===== config.mk =====
export PLATFORM = sky130hd
export DESIGN_NAME = sac_ctrl
export DESIGN_NICKNAME = d
export VERILOG_FILES = /design/src/hdl/sac_pkg.sv /design/src/hdl/sac_pin_sync.sv /design/src/hdl/sac_clk_div.sv /design/src/hdl/sac_ctrl.sv
export SDC_FILE = /design/constraint.sdc
export NUM_CORES = 1
export LEC_CHECK = 0
export ABC_AREA = 0
export BUFFER_PORTS_ARGS = -buffer_cell sky130_fd_sc_hd__buf_2
export CAP_MARGIN = 30
export CORE_ASPECT_RATIO = 0.5
export CORE_MARGIN = 2
export CORE_UTILIZATION = 45
export DETAILED_ROUTE_END_ITERATION = 12
export GPL_ROUTABILITY_DRIVEN = 1
export PLACE_DENSITY_LB_ADDON = 0.05
export SKIP_LAST_GASP = 1
export SYNTH_ARGS = -nofsm -noshare
export SYNTH_HDL_FRONTEND = slang
export SYNTH_HIERARCHICAL = 1
export SYNTH_SLANG_ARGS = --single-unit

===== constraint.sdc =====
create_clock -name mclk -period 2.2 [get_ports mclk]
set_input_delay 0.11 -clock mclk [delete_from_list [all_inputs] [get_ports mclk]]
set_output_delay 0.11 -clock mclk [all_outputs]
set_load 0.03 [all_outputs]

===== src/hdl/sac_pkg.sv =====
/*
 * Constants for the successive-approximation converter control block:
 * register addresses, field positions, reset values, start sources and
 * conversion clock counts.
 * Assumes an 8-bit special function register port with 8-bit addresses.
 */
package sac_pkg;

    // Register addresses
    localparam logic [7:0] SAC_ADDR_CONFIG = 8'hBC;
    localparam logic [7:0] SAC_ADDR_RES_LOW = 8'hBD;
    localparam logic [7:0] SAC_ADDR_RES_HIGH = 8'hBE;
    localparam logic [7:0] SAC_ADDR_CONTROL = 8'hE8;

    // Configuration fields
    localparam int SAC_CFG_DIV_MSB = 7;
    localparam int SAC_CFG_DIV_LSB = 3;
    localparam int SAC_CFG_JUSTIFY = 2;
    localparam int SAC_CFG_EIGHT = 1;
    localparam int SAC_CFG_GAIN = 0;
    localparam logic [7:0] SAC_CFG_RESET = 8'hF8;

    // Control fields
    localparam int SAC_CTL_ENABLE = 7;
    localparam int SAC_CTL_TRACK = 6;
    localparam int SAC_CTL_DONE = 5;
    localparam int SAC_CTL_BUSY = 4;
    localparam int SAC_CTL_SRC_MSB = 2;
    localparam int SAC_CTL_SRC_LSB = 0;
    localparam logic [7:0] SAC_CTL_RESET = 8'h00;
    localparam logic [7:0] SAC_DATA_RESET = 8'h00;

    // Start sources
    localparam logic [2:0] SAC_SRC_SOFT = 3'h0;
    localparam logic [2:0] SAC_SRC_T0 = 3'h1;
    localparam logic [2:0] SAC_SRC_T2 = 3'h2;
    localparam logic [2:0] SAC_SRC_T1 = 3'h3;

    // Conversion clock counts
    localparam int SAC_CODE_W = 10;
    localparam int SAC_DIV_W = 5;
    localparam int SAC_TICK_W = 5;
    localparam logic [4:0] SAC_DELAY_TICKS = 5'h03;
    localparam logic [4:0] SAC_END_TICKS_10 = 5'h0E;
    localparam logic [4:0] SAC_END_TICKS_8 = 5'h0C;
    localparam logic [9:0] SAC_TRIAL_FIRST = 10'h200;
    localparam logic [9:0] SAC_TRIAL_LAST_8 = 10'h004;

    typedef enum logic [1:0] {
        SAC_IDLE = 2'b00,
        SAC_DELAY = 2'b01,
        SAC_CONV = 2'b10
    } sac_state_e;

endpackage : sac_pkg


===== src/hdl/sac_pin_sync.sv =====
/*
 * Three-stage synchroniser for a pin; the level changes only once the
 * second and third stages agree.
 * Assumes the pin is asynchronous to mclk.
 */
`timescale 1ns/1ps
module sac_pin_sync
    import sac_pkg::*;
(
    input wire logic mclk,
    input wire logic nrst,
    input wire logic pin,
    output logic level_q
);

    logic s1_q;
    logic s2_q;
    logic s3_q;

    always_ff @(posedge mclk or negedge nrst) begin
        if (!nrst) begin
            s1_q <= 1'b0;
            s2_q <= 1'b0;
            s3_q <= 1'b0;
        end else begin
            s1_q <= pin;
            s2_q <= s1_q;
            s3_q <= s2_q;
        end
    end

    // Accept a change once stages two and three agree
    always_ff @(posedge mclk or negedge nrst) begin
        if (!nrst) begin
            level_q <= 1'b0;
        end else if (s2_q == s3_q) begin
            level_q <= s3_q;
        end
    end

endmodule : sac_pin_sync


===== src/hdl/sac_clk_div.sv =====
/*
 * Conversion clock divider: one tick pulse every div + 1 system clocks.
 * Assumes restart is a one-cycle pulse that realigns the tick phase.
 */
`timescale 1ns/1ps
module sac_clk_div
    import sac_pkg::*;
#(
    parameter int DIV_W = SAC_DIV_W
)(
    input wire logic mclk,
    input wire logic nrst,
    input wire logic run,
    input wire logic restart,
    input wire logic [DIV_W-1:0] div,
    output logic tick_q
);

    logic [DIV_W-1:0] cnt_q;

    if (DIV_W < 1 || DIV_W > 8) begin : g_chk
        $error("sac_clk_div: DIV_W out of range");
    end

    // Divide by field value plus one
    always_ff @(posedge mclk or negedge nrst) begin
        if (!nrst) begin
            cnt_q <= '0;
            tick_q <= 1'b0;
        end else if (!run || restart) begin
            cnt_q <= '0;
            tick_q <= 1'b0;
        end else if (cnt_q >= div) begin
            cnt_q <= '0;
            tick_q <= 1'b1;
        end else begin
            cnt_q <= cnt_q + 1'b1;
            tick_q <= 1'b0;
        end
    end

endmodule : sac_clk_div


===== src/hdl/sac_ctrl.sv =====
/*
 * Control of a 10-bit successive-approximation converter: register port,
 * start source selection, tracking, bit sequencing and result formatting.
 * Assumes the comparator output cmp_in is already timed to mclk and
 * settles within one conversion clock of each new dac_code.
 */
//
// Behaviour
// Result is a 10-bit unsigned code; full scale 0x03FF right, 0xFFC0 left.
// Configuration bit 2 selects right (0) or left (1) justification.
// Result bits not carrying code bits read as zero.
// Configuration bit 1 selects 8-bit mode: eight MSBs in high byte, justify ignored.
// 8-bit conversions take two fewer conversion clocks than 10-bit.
// 8-bit conversion ends at clock 12, or 15 with delayed tracking.
// Conversion clock is system clock divided by divider field plus one.
// Start source: software busy write, timer 0, timer 2, timer 1, pin edge.
// Busy bit is 1 during a conversion and clears when it ends.
// Busy falling sets the complete flag, which is the interrupt request.
// Result bytes update at each completion, valid while flag reads 1.
// Software should poll the complete flag, not the busy bit.
// Timer 2 source uses low-byte overflow in 8-bit, high-byte in 16-bit.
// Delayed tracking adds three conversion clocks of tracking after the trigger.
// Without delayed tracking conversion begins at once on the trigger.
// Internal sources: track whenever no conversion is in progress.
// Pin source: track if delayed mode, or pin held low.
// Configuration bit 0 selects gain 0.5 when clear, 1 when set.
// Converter runs only while enabled; otherwise shut down, no conversions.
// 10-bit conversion ends at clock 14, or 17 with delayed tracking.
`timescale 1ns/1ps
module sac_ctrl
    import sac_pkg::*;
#(
    parameter int CODE_W = SAC_CODE_W,
    parameter int DIV_W = SAC_DIV_W
)(
    input wire logic mclk,
    input wire logic nrst,
    input wire logic [7:0] sfr_addr,
    input wire logic [7:0] sfr_wdata,
    input wire logic sfr_wr,
    input wire logic sfr_rd,
    output logic [7:0] sfr_rdata,
    input wire logic t0_ovf,
    input wire logic t1_ovf,
    input wire logic t2_low_ovf,
    input wire logic t2_high_ovf,
    input wire logic t2_split8,
    input wire logic external_start_pin,
    input wire logic cmp_in,
    output logic [9:0] dac_code,
    output logic track_en,
    output logic gain_unity,
    output logic converter_powered,
    output logic conversion_busy,
    output logic conversion_complete_flag
);

    if (CODE_W != 10 || DIV_W != 5) begin : g_chk
        $error("sac_ctrl: only a 10-bit code and 5-bit divider are served");
    end

    // Result formatting into high and low bytes
    function automatic logic [15:0] sac_format(
        input logic [9:0] code,
        input logic left,
        input logic eight
    );
        logic [15:0] r;
        if (eight) begin
            r = {code[9:2], 8'h00};
        end else if (left) begin
            r = {code, 6'h00};
        end else begin
            r = {6'h00, code};
        end
        return r;
    endfunction : sac_format

    logic [7:0] cfg_q;
    logic [7:0] res_high_q;
    logic [7:0] res_low_q;
    logic enable_q;
    logic track_mode_q;
    logic done_q;
    logic busy_q;
    logic [2:0] src_q;
    sac_state_e state_q;
    logic [4:0] tick_cnt_q;
    logic eight_q;
    logic [9:0] dac_q;
    logic [9:0] trial_q;
    logic pin_level;
    logic pin_prev_q;
    logic tick;
    logic [7:0] rdata_q;
    logic track_q;

    logic wr_cfg;
    logic wr_ctl;
    logic run_next;
    logic trigger;
    logic finish;
    logic [4:0] end_ticks;
    logic [9:0] dec_code;
    logic [9:0] next_trial;
    logic [15:0] formatted;

    assign wr_cfg = sfr_wr && (sfr_addr == SAC_ADDR_CONFIG);
    assign wr_ctl = sfr_wr && (sfr_addr == SAC_ADDR_CONTROL);
    // Enable as it stands after this edge, so an abort stops the start, sequencer, tracking and busy bit at once
    assign run_next = wr_ctl ? sfr_wdata[SAC_CTL_ENABLE] : enable_q;

    sac_pin_sync u_pin_sync (
        .mclk(mclk),
        .nrst(nrst),
        .pin(external_start_pin),
        .level_q(pin_level)
    );

    always_ff @(posedge mclk or negedge nrst) begin
        if (!nrst) begin
            pin_prev_q <= 1'b0;
        end else begin
            pin_prev_q <= pin_level;
        end
    end

    // Start source selection
    always_comb begin
        trigger = 1'b0;
        if (src_q[2]) begin
            trigger = pin_level && !pin_prev_q;
        end else begin
            case (src_q)
                SAC_SRC_SOFT: trigger = wr_ctl && sfr_wdata[SAC_CTL_BUSY];
                SAC_SRC_T0: trigger = t0_ovf;
                SAC_SRC_T2: trigger = t2_split8 ? t2_low_ovf : t2_high_ovf;
                SAC_SRC_T1: trigger = t1_ovf;
                default: trigger = 1'b0;
            endcase
        end
        trigger = trigger && enable_q && run_next && (state_q == SAC_IDLE);
    end

    sac_clk_div #(
        .DIV_W(DIV_W)
    ) u_clk_div (
        .mclk(mclk),
        .nrst(nrst),
        .run(enable_q),
        .restart(trigger),
        .div(cfg_q[SAC_CFG_DIV_MSB:SAC_CFG_DIV_LSB]),
        .tick_q(tick)
    );

    assign end_ticks = eight_q ? SAC_END_TICKS_8 : SAC_END_TICKS_10;
    assign finish = (state_q == SAC_CONV) && tick && (tick_cnt_q + 5'h01 == end_ticks);

    // Bit decision and next trial
    always_comb begin
        dec_code = cmp_in ? dac_q : (dac_q & ~trial_q);
        if (eight_q && trial_q == SAC_TRIAL_LAST_8) begin
            next_trial = 10'h000;
        end else begin
            next_trial = trial_q >> 1;
        end
    end

    // Sequencer
    always_ff @(posedge mclk or negedge nrst) begin
        if (!nrst) begin
            state_q <= SAC_IDLE;
            tick_cnt_q <= 5'h00;
            eight_q <= 1'b0;
        end else if (!run_next) begin
            state_q <= SAC_IDLE;
            tick_cnt_q <= 5'h00;
        end else begin
            case (state_q)
                SAC_IDLE: begin
                    if (trigger) begin
                        eight_q <= cfg_q[SAC_CFG_EIGHT];
                        tick_cnt_q <= 5'h00;
                        state_q <= track_mode_q ? SAC_DELAY : SAC_CONV;
                    end
                end
                SAC_DELAY: begin
                    if (tick) begin
                        if (tick_cnt_q + 5'h01 == SAC_DELAY_TICKS) begin
                            tick_cnt_q <= 5'h00;
                            state_q <= SAC_CONV;
                        end else begin
                            tick_cnt_q <= tick_cnt_q + 5'h01;
                        end
                    end
                end
                SAC_CONV: begin
                    if (finish) begin
                        tick_cnt_q <= 5'h00;
                        state_q <= SAC_IDLE;
                    end else if (tick) begin
                        tick_cnt_q <= tick_cnt_q + 5'h01;
                    end
                end
                default: begin
                    state_q <= SAC_IDLE;
                    tick_cnt_q <= 5'h00;
                end
            endcase
        end
    end

    // Successive approximation register
    always_ff @(posedge mclk or negedge nrst) begin
        if (!nrst) begin
            dac_q <= 10'h000;
            trial_q <= 10'h000;
        end else if (state_q != SAC_CONV || !enable_q) begin
            dac_q <= SAC_TRIAL_FIRST;
            trial_q <= SAC_TRIAL_FIRST;
        end else if (tick && trial_q != 10'h000) begin
            dac_q <= dec_code | next_trial;
            trial_q <= next_trial;
        end
    end

    // Track control
    always_ff @(posedge mclk or negedge nrst) begin
        if (!nrst) begin
            track_q <= 1'b0;
        end else if (!run_next) begin
            track_q <= 1'b0;
        end else if (trigger) begin
            track_q <= track_mode_q;
        end else if (state_q == SAC_CONV && !finish) begin
            track_q <= 1'b0;
        end else if (state_q == SAC_DELAY) begin
            track_q <= 1'b1;
        end else if (src_q[2]) begin
            track_q <= track_mode_q || !pin_level;
        end else begin
            track_q <= 1'b1;
        end
    end

    // Configuration register
    always_ff @(posedge mclk or negedge nrst) begin
        if (!nrst) begin
            cfg_q <= SAC_CFG_RESET;
        end else if (wr_cfg) begin
            cfg_q <= sfr_wdata;
        end
    end

    // Control register fields
    always_ff @(posedge mclk or negedge nrst) begin
        if (!nrst) begin
            enable_q <= SAC_CTL_RESET[SAC_CTL_ENABLE];
            track_mode_q <= SAC_CTL_RESET[SAC_CTL_TRACK];
            src_q <= SAC_CTL_RESET[SAC_CTL_SRC_MSB:SAC_CTL_SRC_LSB];
        end else if (wr_ctl) begin
            enable_q <= sfr_wdata[SAC_CTL_ENABLE];
            track_mode_q <= sfr_wdata[SAC_CTL_TRACK];
            src_q <= sfr_wdata[SAC_CTL_SRC_MSB:SAC_CTL_SRC_LSB];
        end
    end

    // Busy bit
    always_ff @(posedge mclk or negedge nrst) begin
        if (!nrst) begin
            busy_q <= 1'b0;
        end else if (trigger) begin
            busy_q <= 1'b1;
        end else if (finish || !run_next) begin
            busy_q <= 1'b0;
        end
    end

    // Complete flag; completion wins over a clearing write
    always_ff @(posedge mclk or negedge nrst) begin
        if (!nrst) begin
            done_q <= 1'b0;
        end else if (finish) begin
            done_q <= 1'b1;
        end else if (wr_ctl) begin
            done_q <= sfr_wdata[SAC_CTL_DONE];
        end
    end

    assign formatted = sac_format(dec_code, cfg_q[SAC_CFG_JUSTIFY], eight_q);

    // Result bytes
    always_ff @(posedge mclk or negedge nrst) begin
        if (!nrst) begin
            res_high_q <= SAC_DATA_RESET;
            res_low_q <= SAC_DATA_RESET;
        end else if (finish) begin
            res_high_q <= formatted[15:8];
            res_low_q <= formatted[7:0];
        end else if (sfr_wr && sfr_addr == SAC_ADDR_RES_HIGH) begin
            res_high_q <= sfr_wdata;
        end else if (sfr_wr && sfr_addr == SAC_ADDR_RES_LOW) begin
            res_low_q <= sfr_wdata;
        end
    end

    // Read port, registered
    always_ff @(posedge mclk or negedge nrst) begin
        if (!nrst) begin
            rdata_q <= 8'h00;
        end else if (sfr_rd) begin
            case (sfr_addr)
                SAC_ADDR_CONFIG: rdata_q <= cfg_q;
                SAC_ADDR_RES_HIGH: rdata_q <= res_high_q;
                SAC_ADDR_RES_LOW: rdata_q <= res_low_q;
                SAC_ADDR_CONTROL: rdata_q <= {enable_q, track_mode_q, done_q, busy_q, 1'b0, src_q};
                default: rdata_q <= 8'h00;
            endcase
        end
    end

    assign sfr_rdata = rdata_q;
    assign dac_code = dac_q;
    assign track_en = track_q;
    assign gain_unity = cfg_q[SAC_CFG_GAIN];
    assign converter_powered = enable_q;
    assign conversion_busy = busy_q;
    assign conversion_complete_flag = done_q;

endmodule : sac_ctrl


# After elaboration in Yosys (flattened, before gate mapping)
# Index checks and enable logic that the tools add are counted.
dict set report totals {
  mem_count 0
  elab_cells 129
  in_bits 27
  latch_bits 0
  ramBits 0
  regBits 79
  mem_bits_ro 0
}
dict set report classes {
  n_mul 0
  muxes 46
  reduce_logical 35
  div_mod_pow 0
  eq_ne 20
  order_cmp 1
  n_bitwise 3
  shifts 0
  add_sub_neg 2
}
# cell count
set op_table {}
lappend op_table {{10-bit two-way mux} 5}
lappend op_table {{5-bit two-way mux} 8}
lappend op_table {{8-bit two-way mux} 5}
lappend op_table {{8-bit == test (second input constant)} 4}
lappend op_table {{16-bit two-way mux} 2}
lappend op_table {{8-bit one-hot mux with 4 select lines} 1}
lappend op_table {{5-bit one-hot mux with 3 select lines} 1}
lappend op_table {{1-bit logical AND} 14}
lappend op_table {{1-bit two-way mux} 14}
lappend op_table {{2-bit two-way mux} 7}
lappend op_table {{5-bit by 1-bit adder with 5-bit output (second input constant)} 2}
lappend op_table {{10-bit AND} 1}
lappend op_table {{10-bit by 3-bit == test with 1-bit output (second input constant)} 1}
lappend op_table {{10-bit NOT} 1}
lappend op_table {{10-bit bitwise OR} 1}
lappend op_table {{10-bit nonzero test} 1}
lappend op_table {{2-bit nonzero test} 5}
lappend op_table {{9-bit two-way mux} 1}
lappend op_table {{3-bit by 2-bit == test with 1-bit output (second input constant)} 2}
lappend op_table {{3-bit by 2-bit != test with 1-bit output (second input constant)} 2}
lappend op_table {{3-bit != test (second input constant)} 2}
lappend op_table {{2-bit one-hot mux with 3 select lines} 1}
lappend op_table {{3-bit AND reduction} 2}
lappend op_table {{5-bit by 2-bit == test with 1-bit output (second input constant)} 1}
lappend op_table {{other kinds (15)} 23}

# Longest topological paths before layout
dict set report depth {
  depth_word 11
  mapped_depth 10
  mapped_depth_nobuf 8
}

# By module
# Netlist, hierarchy kept.
# module cells_each n_inst area_each_um2 seq_area_each_um2
set by_module_without_submodules {}
lappend by_module_without_submodules {sac_ctrl 360 1 3587.2 1732.9}
lappend by_module_without_submodules {sac_clk_div 36 1 362.8 150.1}
lappend by_module_without_submodules {sac_pin_sync 5 1 111.4 100.1}

# Least setup slack after synthesis
# Ideal clock, no wire load.
dict set report synth_timing {
  path_type {flip-flop to flip-flop}
  startpoint {register tick_cnt_q[0]}
  endpoint {register res_high_q[7]}
  setup_ns 0.082
  synth_period_minus_slack_ns 2.123
  path_stages_with_launch 8
  path_buffers 1
  arrival_ns 2.041
  path_slack_ns 0.077
  path_cell_list {dfrtp_1 -> ha_1 -> xnor2_1 -> nor4_2 -> nand3_1 -> clkbuf_1 -> or3_1 -> a31oi_1}
}
dict set report synth_between {
  elab_chain_len 4
}
# item line
set synth_lines {}
lappend synth_lines {{start: declaration} sac_ctrl.sv:88} ;# logic [4:0] tick_cnt_q;
lappend synth_lines {{start signal: assignment} sac_ctrl.sv:193} ;# tick_cnt_q <= tick_cnt_q + 5'h01;
lappend synth_lines {{start signal: assignment} sac_ctrl.sv:202} ;# tick_cnt_q <= tick_cnt_q + 5'h01;
lappend synth_lines {{5-bit by 1-bit adder with 5-bit output (*)} sac_ctrl.sv:157} ;# assign finish = (state_q == SAC_CONV) && tick && (tick_cnt_q + 5'h01 == end_ticks);
lappend synth_lines {{5-bit by 4-bit == test with 1-bit output (*)} sac_ctrl.sv:157}
lappend synth_lines {{1-bit logical AND (*)} sac_ctrl.sv:157}
lappend synth_lines {{8-bit two-way mux / 2-bit nonzero test (equally long branches)} --}
lappend synth_lines {{end signal: assignment} sac_ctrl.sv:298} ;# res_high_q <= formatted[15:8];
lappend synth_lines {{end signal: assignment} sac_ctrl.sv:301} ;# res_high_q <= sfr_wdata;
lappend synth_lines {{end: declaration} sac_ctrl.sv:80} ;# logic [7:0] res_high_q;
# Every way passes the cells marked *; elsewhere a longest branch is shown, timed or not.
# A chain may end at the register's enable or synchronous reset.

# Worst setup path after layout
dict set report layout_timing {
  startpoint {register tick_cnt_q[0]}
  endpoint {register tick_cnt_q[1]}
}
dict set report layout_between {
  elab_chain_len 6
}
# item line
set layout_lines {}
lappend layout_lines {{5-bit by 1-bit adder with 5-bit output (*)} --}
lappend layout_lines {{5-bit by 2-bit == test with 1-bit output / 5-bit by 4-bit == test with 1-bit output (equally long branches)} {sac_ctrl.sv:189, sac_ctrl.sv:157}}
lappend layout_lines {{5-bit two-way mux / 1-bit logical AND (equally long branches)} {sac_ctrl.sv:189, sac_ctrl.sv:157}}
lappend layout_lines {{5-bit two-way mux (on tied branches)} {sac_ctrl.sv:188, sac_ctrl.sv:198}}
lappend layout_lines {{5-bit one-hot mux with 3 select lines} sac_ctrl.sv:179} ;# case (state_q)
lappend layout_lines {{5-bit two-way mux} sac_ctrl.sv:175} ;# end else if (!run_next) begin
# Every way passes the cells marked *; elsewhere a longest branch is shown, timed or not. The select of a mux whose other input is x is not followed.

==> reports/metrics.cfg <==
[status]
status=finished, final reports clean

[final_layout]
area_delta_synth_final_pct=21.8
n_antenna_cell=0
drive_gt1_frac=0.258
final_cell_mix=dfrtp_1 (74), buf_2 (48), nand2_1 (37)
layout.nets=510
regArea_um2=1980
nFillCells=805
final_common_cell=dfrtp_1
multi_input_area_um2=1930

[placed_design]
gp_congestion=0.881
port_buffers=49
hpwl_mm=8.02

[critical_path]
end_kind=register
critPathKind=register to register
r2r_end=tick_cnt_q[1]
worst_path_largest_cell_delay_ns=0.42
worstReg2RegStart=tick_cnt_q[0]
startpoint_type=register
path_cells=ha_1 -> xnor2_1 -> nor4_4 -> buf_4 -> a41oi_1 -> a22o_1 -> mux2i_1
crit_fanout=6
reg2reg_slack_ns=0.06
worstRegToRegCells=7
cp.arrival_ns=2.40
critical_path.slowest_cell=dfrtp_1
required_ns=2.45

[yosys]
synth_area_leaders=dfrtp_1 (46%), mux2_2 (5.0%), mux2i_1 (4.4%), nand2_1 (3.4%), ha_1 (3.4%)
synth_area_per_cell_um2=10.1
synth_ff_type=dfrtp_1
yosys.area.top_type_share=0.456
async_flop_share=1.00
synth-seq-cells=79
syn_area_um2=4060
synth_edf_count=0
synth_fp_nets=439
seq_area_frac_synth=0.488
yosysWarnings=6
postSynthCellCount=401
synth_cell_types=57
yosys.area.top_type=dfrtp_1

[worst_hold_path]
worstHoldStart=sfr_wdata[2]
worstHoldEndpoint=res_high_q[2]
holdPathStages=3
min_path_type=primary input to register

[detailed_routing]
drc=0
viasPerCell=5.70
wire_per_inst_um=18.3
drt_iter0_drc=210
detail-route-antenna-nets=0
postRouteWirelength_mm=10.8
firstDrtPassIters=5
vias=3384

[die]
die_w_um=138
io_pins=50
start_util=0.465
die_area_um2=9850
die_h_um=71.2
num_rows=24
core_area_um2=8740

[pwr]
peakVddDrop_mv=0.379
p_leak_nw=2.28
powerDensity_nw_per_um2=670

[clocking]
numCtsBuffers=9
insertion_delay_ns=0.33
cts_sinks=79
htreeDepth=3
ctsLongestPathBuffers=2
tritoncts=done
clk_pin_slew_ns=0.06
cts_root_buffer=clkbuf_16

[grt]
grt_max_degree=41
antenna_found_initial=0
grt_overflow=0
grt_pass1_wl_mm=17.6
grt_pass1_vias=3277
grt.total_usage=0.230

[timing]
max_freq_ghz=0.467
holdWs_ns=0.0630
hold_viol_final=0
fin_crit_sh=0.974
slew_violations=0
finalSetupViolations=0
worst_pin_slew_ns=0.634
setup_tns_ns=0
finalCriticalPeriod_ns=2.14
max_slew_margin=0.577
rsz0062_at_grt=yes
fin_skew_ns=0.00479

[flow_run]
maxCapViolations=0

-- power breakdown --
group	switching, W	internal [W]
Clock	0.000573	0.000968
Sequential	0.0000357	0.00150
Combinational	0.000144	0.0000952
-- synthesized netlist by cell type (7+ instances only) --
cell      number
dfrtp_1       74
mux2_2        18
inv_1         29
a31oi_1       15
nor2_1        19
a222oi_1       7
clkbuf_1       7
nor3_1         8
o22ai_1        8
ha_1          11
a21boi_0       8
nand2_1       37
nand3_1       11
o21ai_0       16
a21oi_1       24
nand2b_1      12
mux2i_1       18
-- state kept, by name, indices dropped and copies added (netlist names) --
register	count
sfr_rdata	8
u_pin_sync/s2_q	1
u_pin_sync/s3_q	1
pin_prev_q	1
trial_q	10
res_high_q	8
conversion_complete_flag	1
u_clk_div/tick_q	1
track_mode_q	1
tick_cnt_q	5
u_clk_div/cnt_q	5
conversion_busy	1
state_q	2
eight_q	1
dac_code	10
u_pin_sync/s1_q	1
u_pin_sync/level_q	1
src_q	3
res_low_q	8
track_en	1
cfg_q	8
converter_powered	1
-- worst max-delay path, delay by kind of cell (launching register included) --
family	cells	cell delay (ns)
AOI/OAI and AO/OA	2	0.63
muxes	1	0.23
DFF	1	0.42
adders and majority gates	1	0.28
and+or+nand+nor	1	0.06
xor gates and xnor gates	1	0.30
buffers and inverters	1	0.14
-- layout make-up --
type	instances	area share
Tap cell	117	0.0296
Clock buffer	13	0.0546
Clock inverter	3	0.00809
Timing Repair Buffer	75	0.0956
Inverter	29	0.0220
Multi-Input combinational cell	278	0.389
Sequential cell	79	0.401
-- how the worst max path moves through the flow --
stage	startpoint	cells past startpoint	slack (ns)	end
3_3_place_gp	tick_cnt_q[0]	6	0.06	state_q[0]
6_report	tick_cnt_q[0]	7	0.06	tick_cnt_q[1]
2_1_floorplan	tick_cnt_q[0]	7	0.08	res_high_q[7]
3_5_place_dp	tick_cnt_q[0]	6	-0.05	state_q[0]
5_1_grt	tick_cnt_q[0]	7	-0.07	tick_cnt_q[3]
4_1_cts	tick_cnt_q[0]	7	0.009	state_q[0]
-- stage by stage --
step / instance area (um2) / total power [W] / cells / setup WS (ns) / utilization
4_1_cts: 4920 / 0.00335 / 593 / 0.00884 / 0.563
3_5_place_dp: 4580 / 0.00179 / 575 / -0.0539 / 0.524
2_1_floorplan: 4060 / 0.00167 / 401 / 0.0772 / -
6_report: 4950 / 0.00331 / 594 / 0.0581 / 0.566
5_1_grt: 4950 / 0.00346 / 594 / -0.0687 / 0.566
3_3_place_gp: 4580 / 0.00179 / 575 / 0.0612 / 0.524
-- metal layers --
layer | up-vias | global-route usage | routed length (um)
met3 | 7 | 0.0569 | 629
li1 | 1602 | - | -
met1 | 1667 | 0.357 | 5630
met4 | 0 | 0.0408 | 55
met5 | - | 0 | 0
met2 | 108 | 0.330 | 4530
-- timing repair --
action / CTS / global route
gates resized for setup: 1 / 4
pin swaps: 0 / 2
setup endpoints to repair: 1 / 10
hold endpoints to repair: 35 / 0
buffers inserted: 0 / 1
hold buffers: 2 / 0
-- logic make-up (layout without fill, tap and decap cells) --
logic type / count (synthesis) / count (layout) / share of synthesized area
buffers and inverters: 44 / 120 / 0.0441
and+or+nand+nor: 118 / 118 / 0.150
DFF: 79 / 79 / 0.488
muxes: 36 / 36 / 0.0943
AOI/OAI and AO/OA: 104 / 104 / 0.170
xor gates and xnor gates: 8 / 8 / 0.0173
adders and majority gates: 12 / 12 / 0.0367
(Power assumes the default switching activity.)
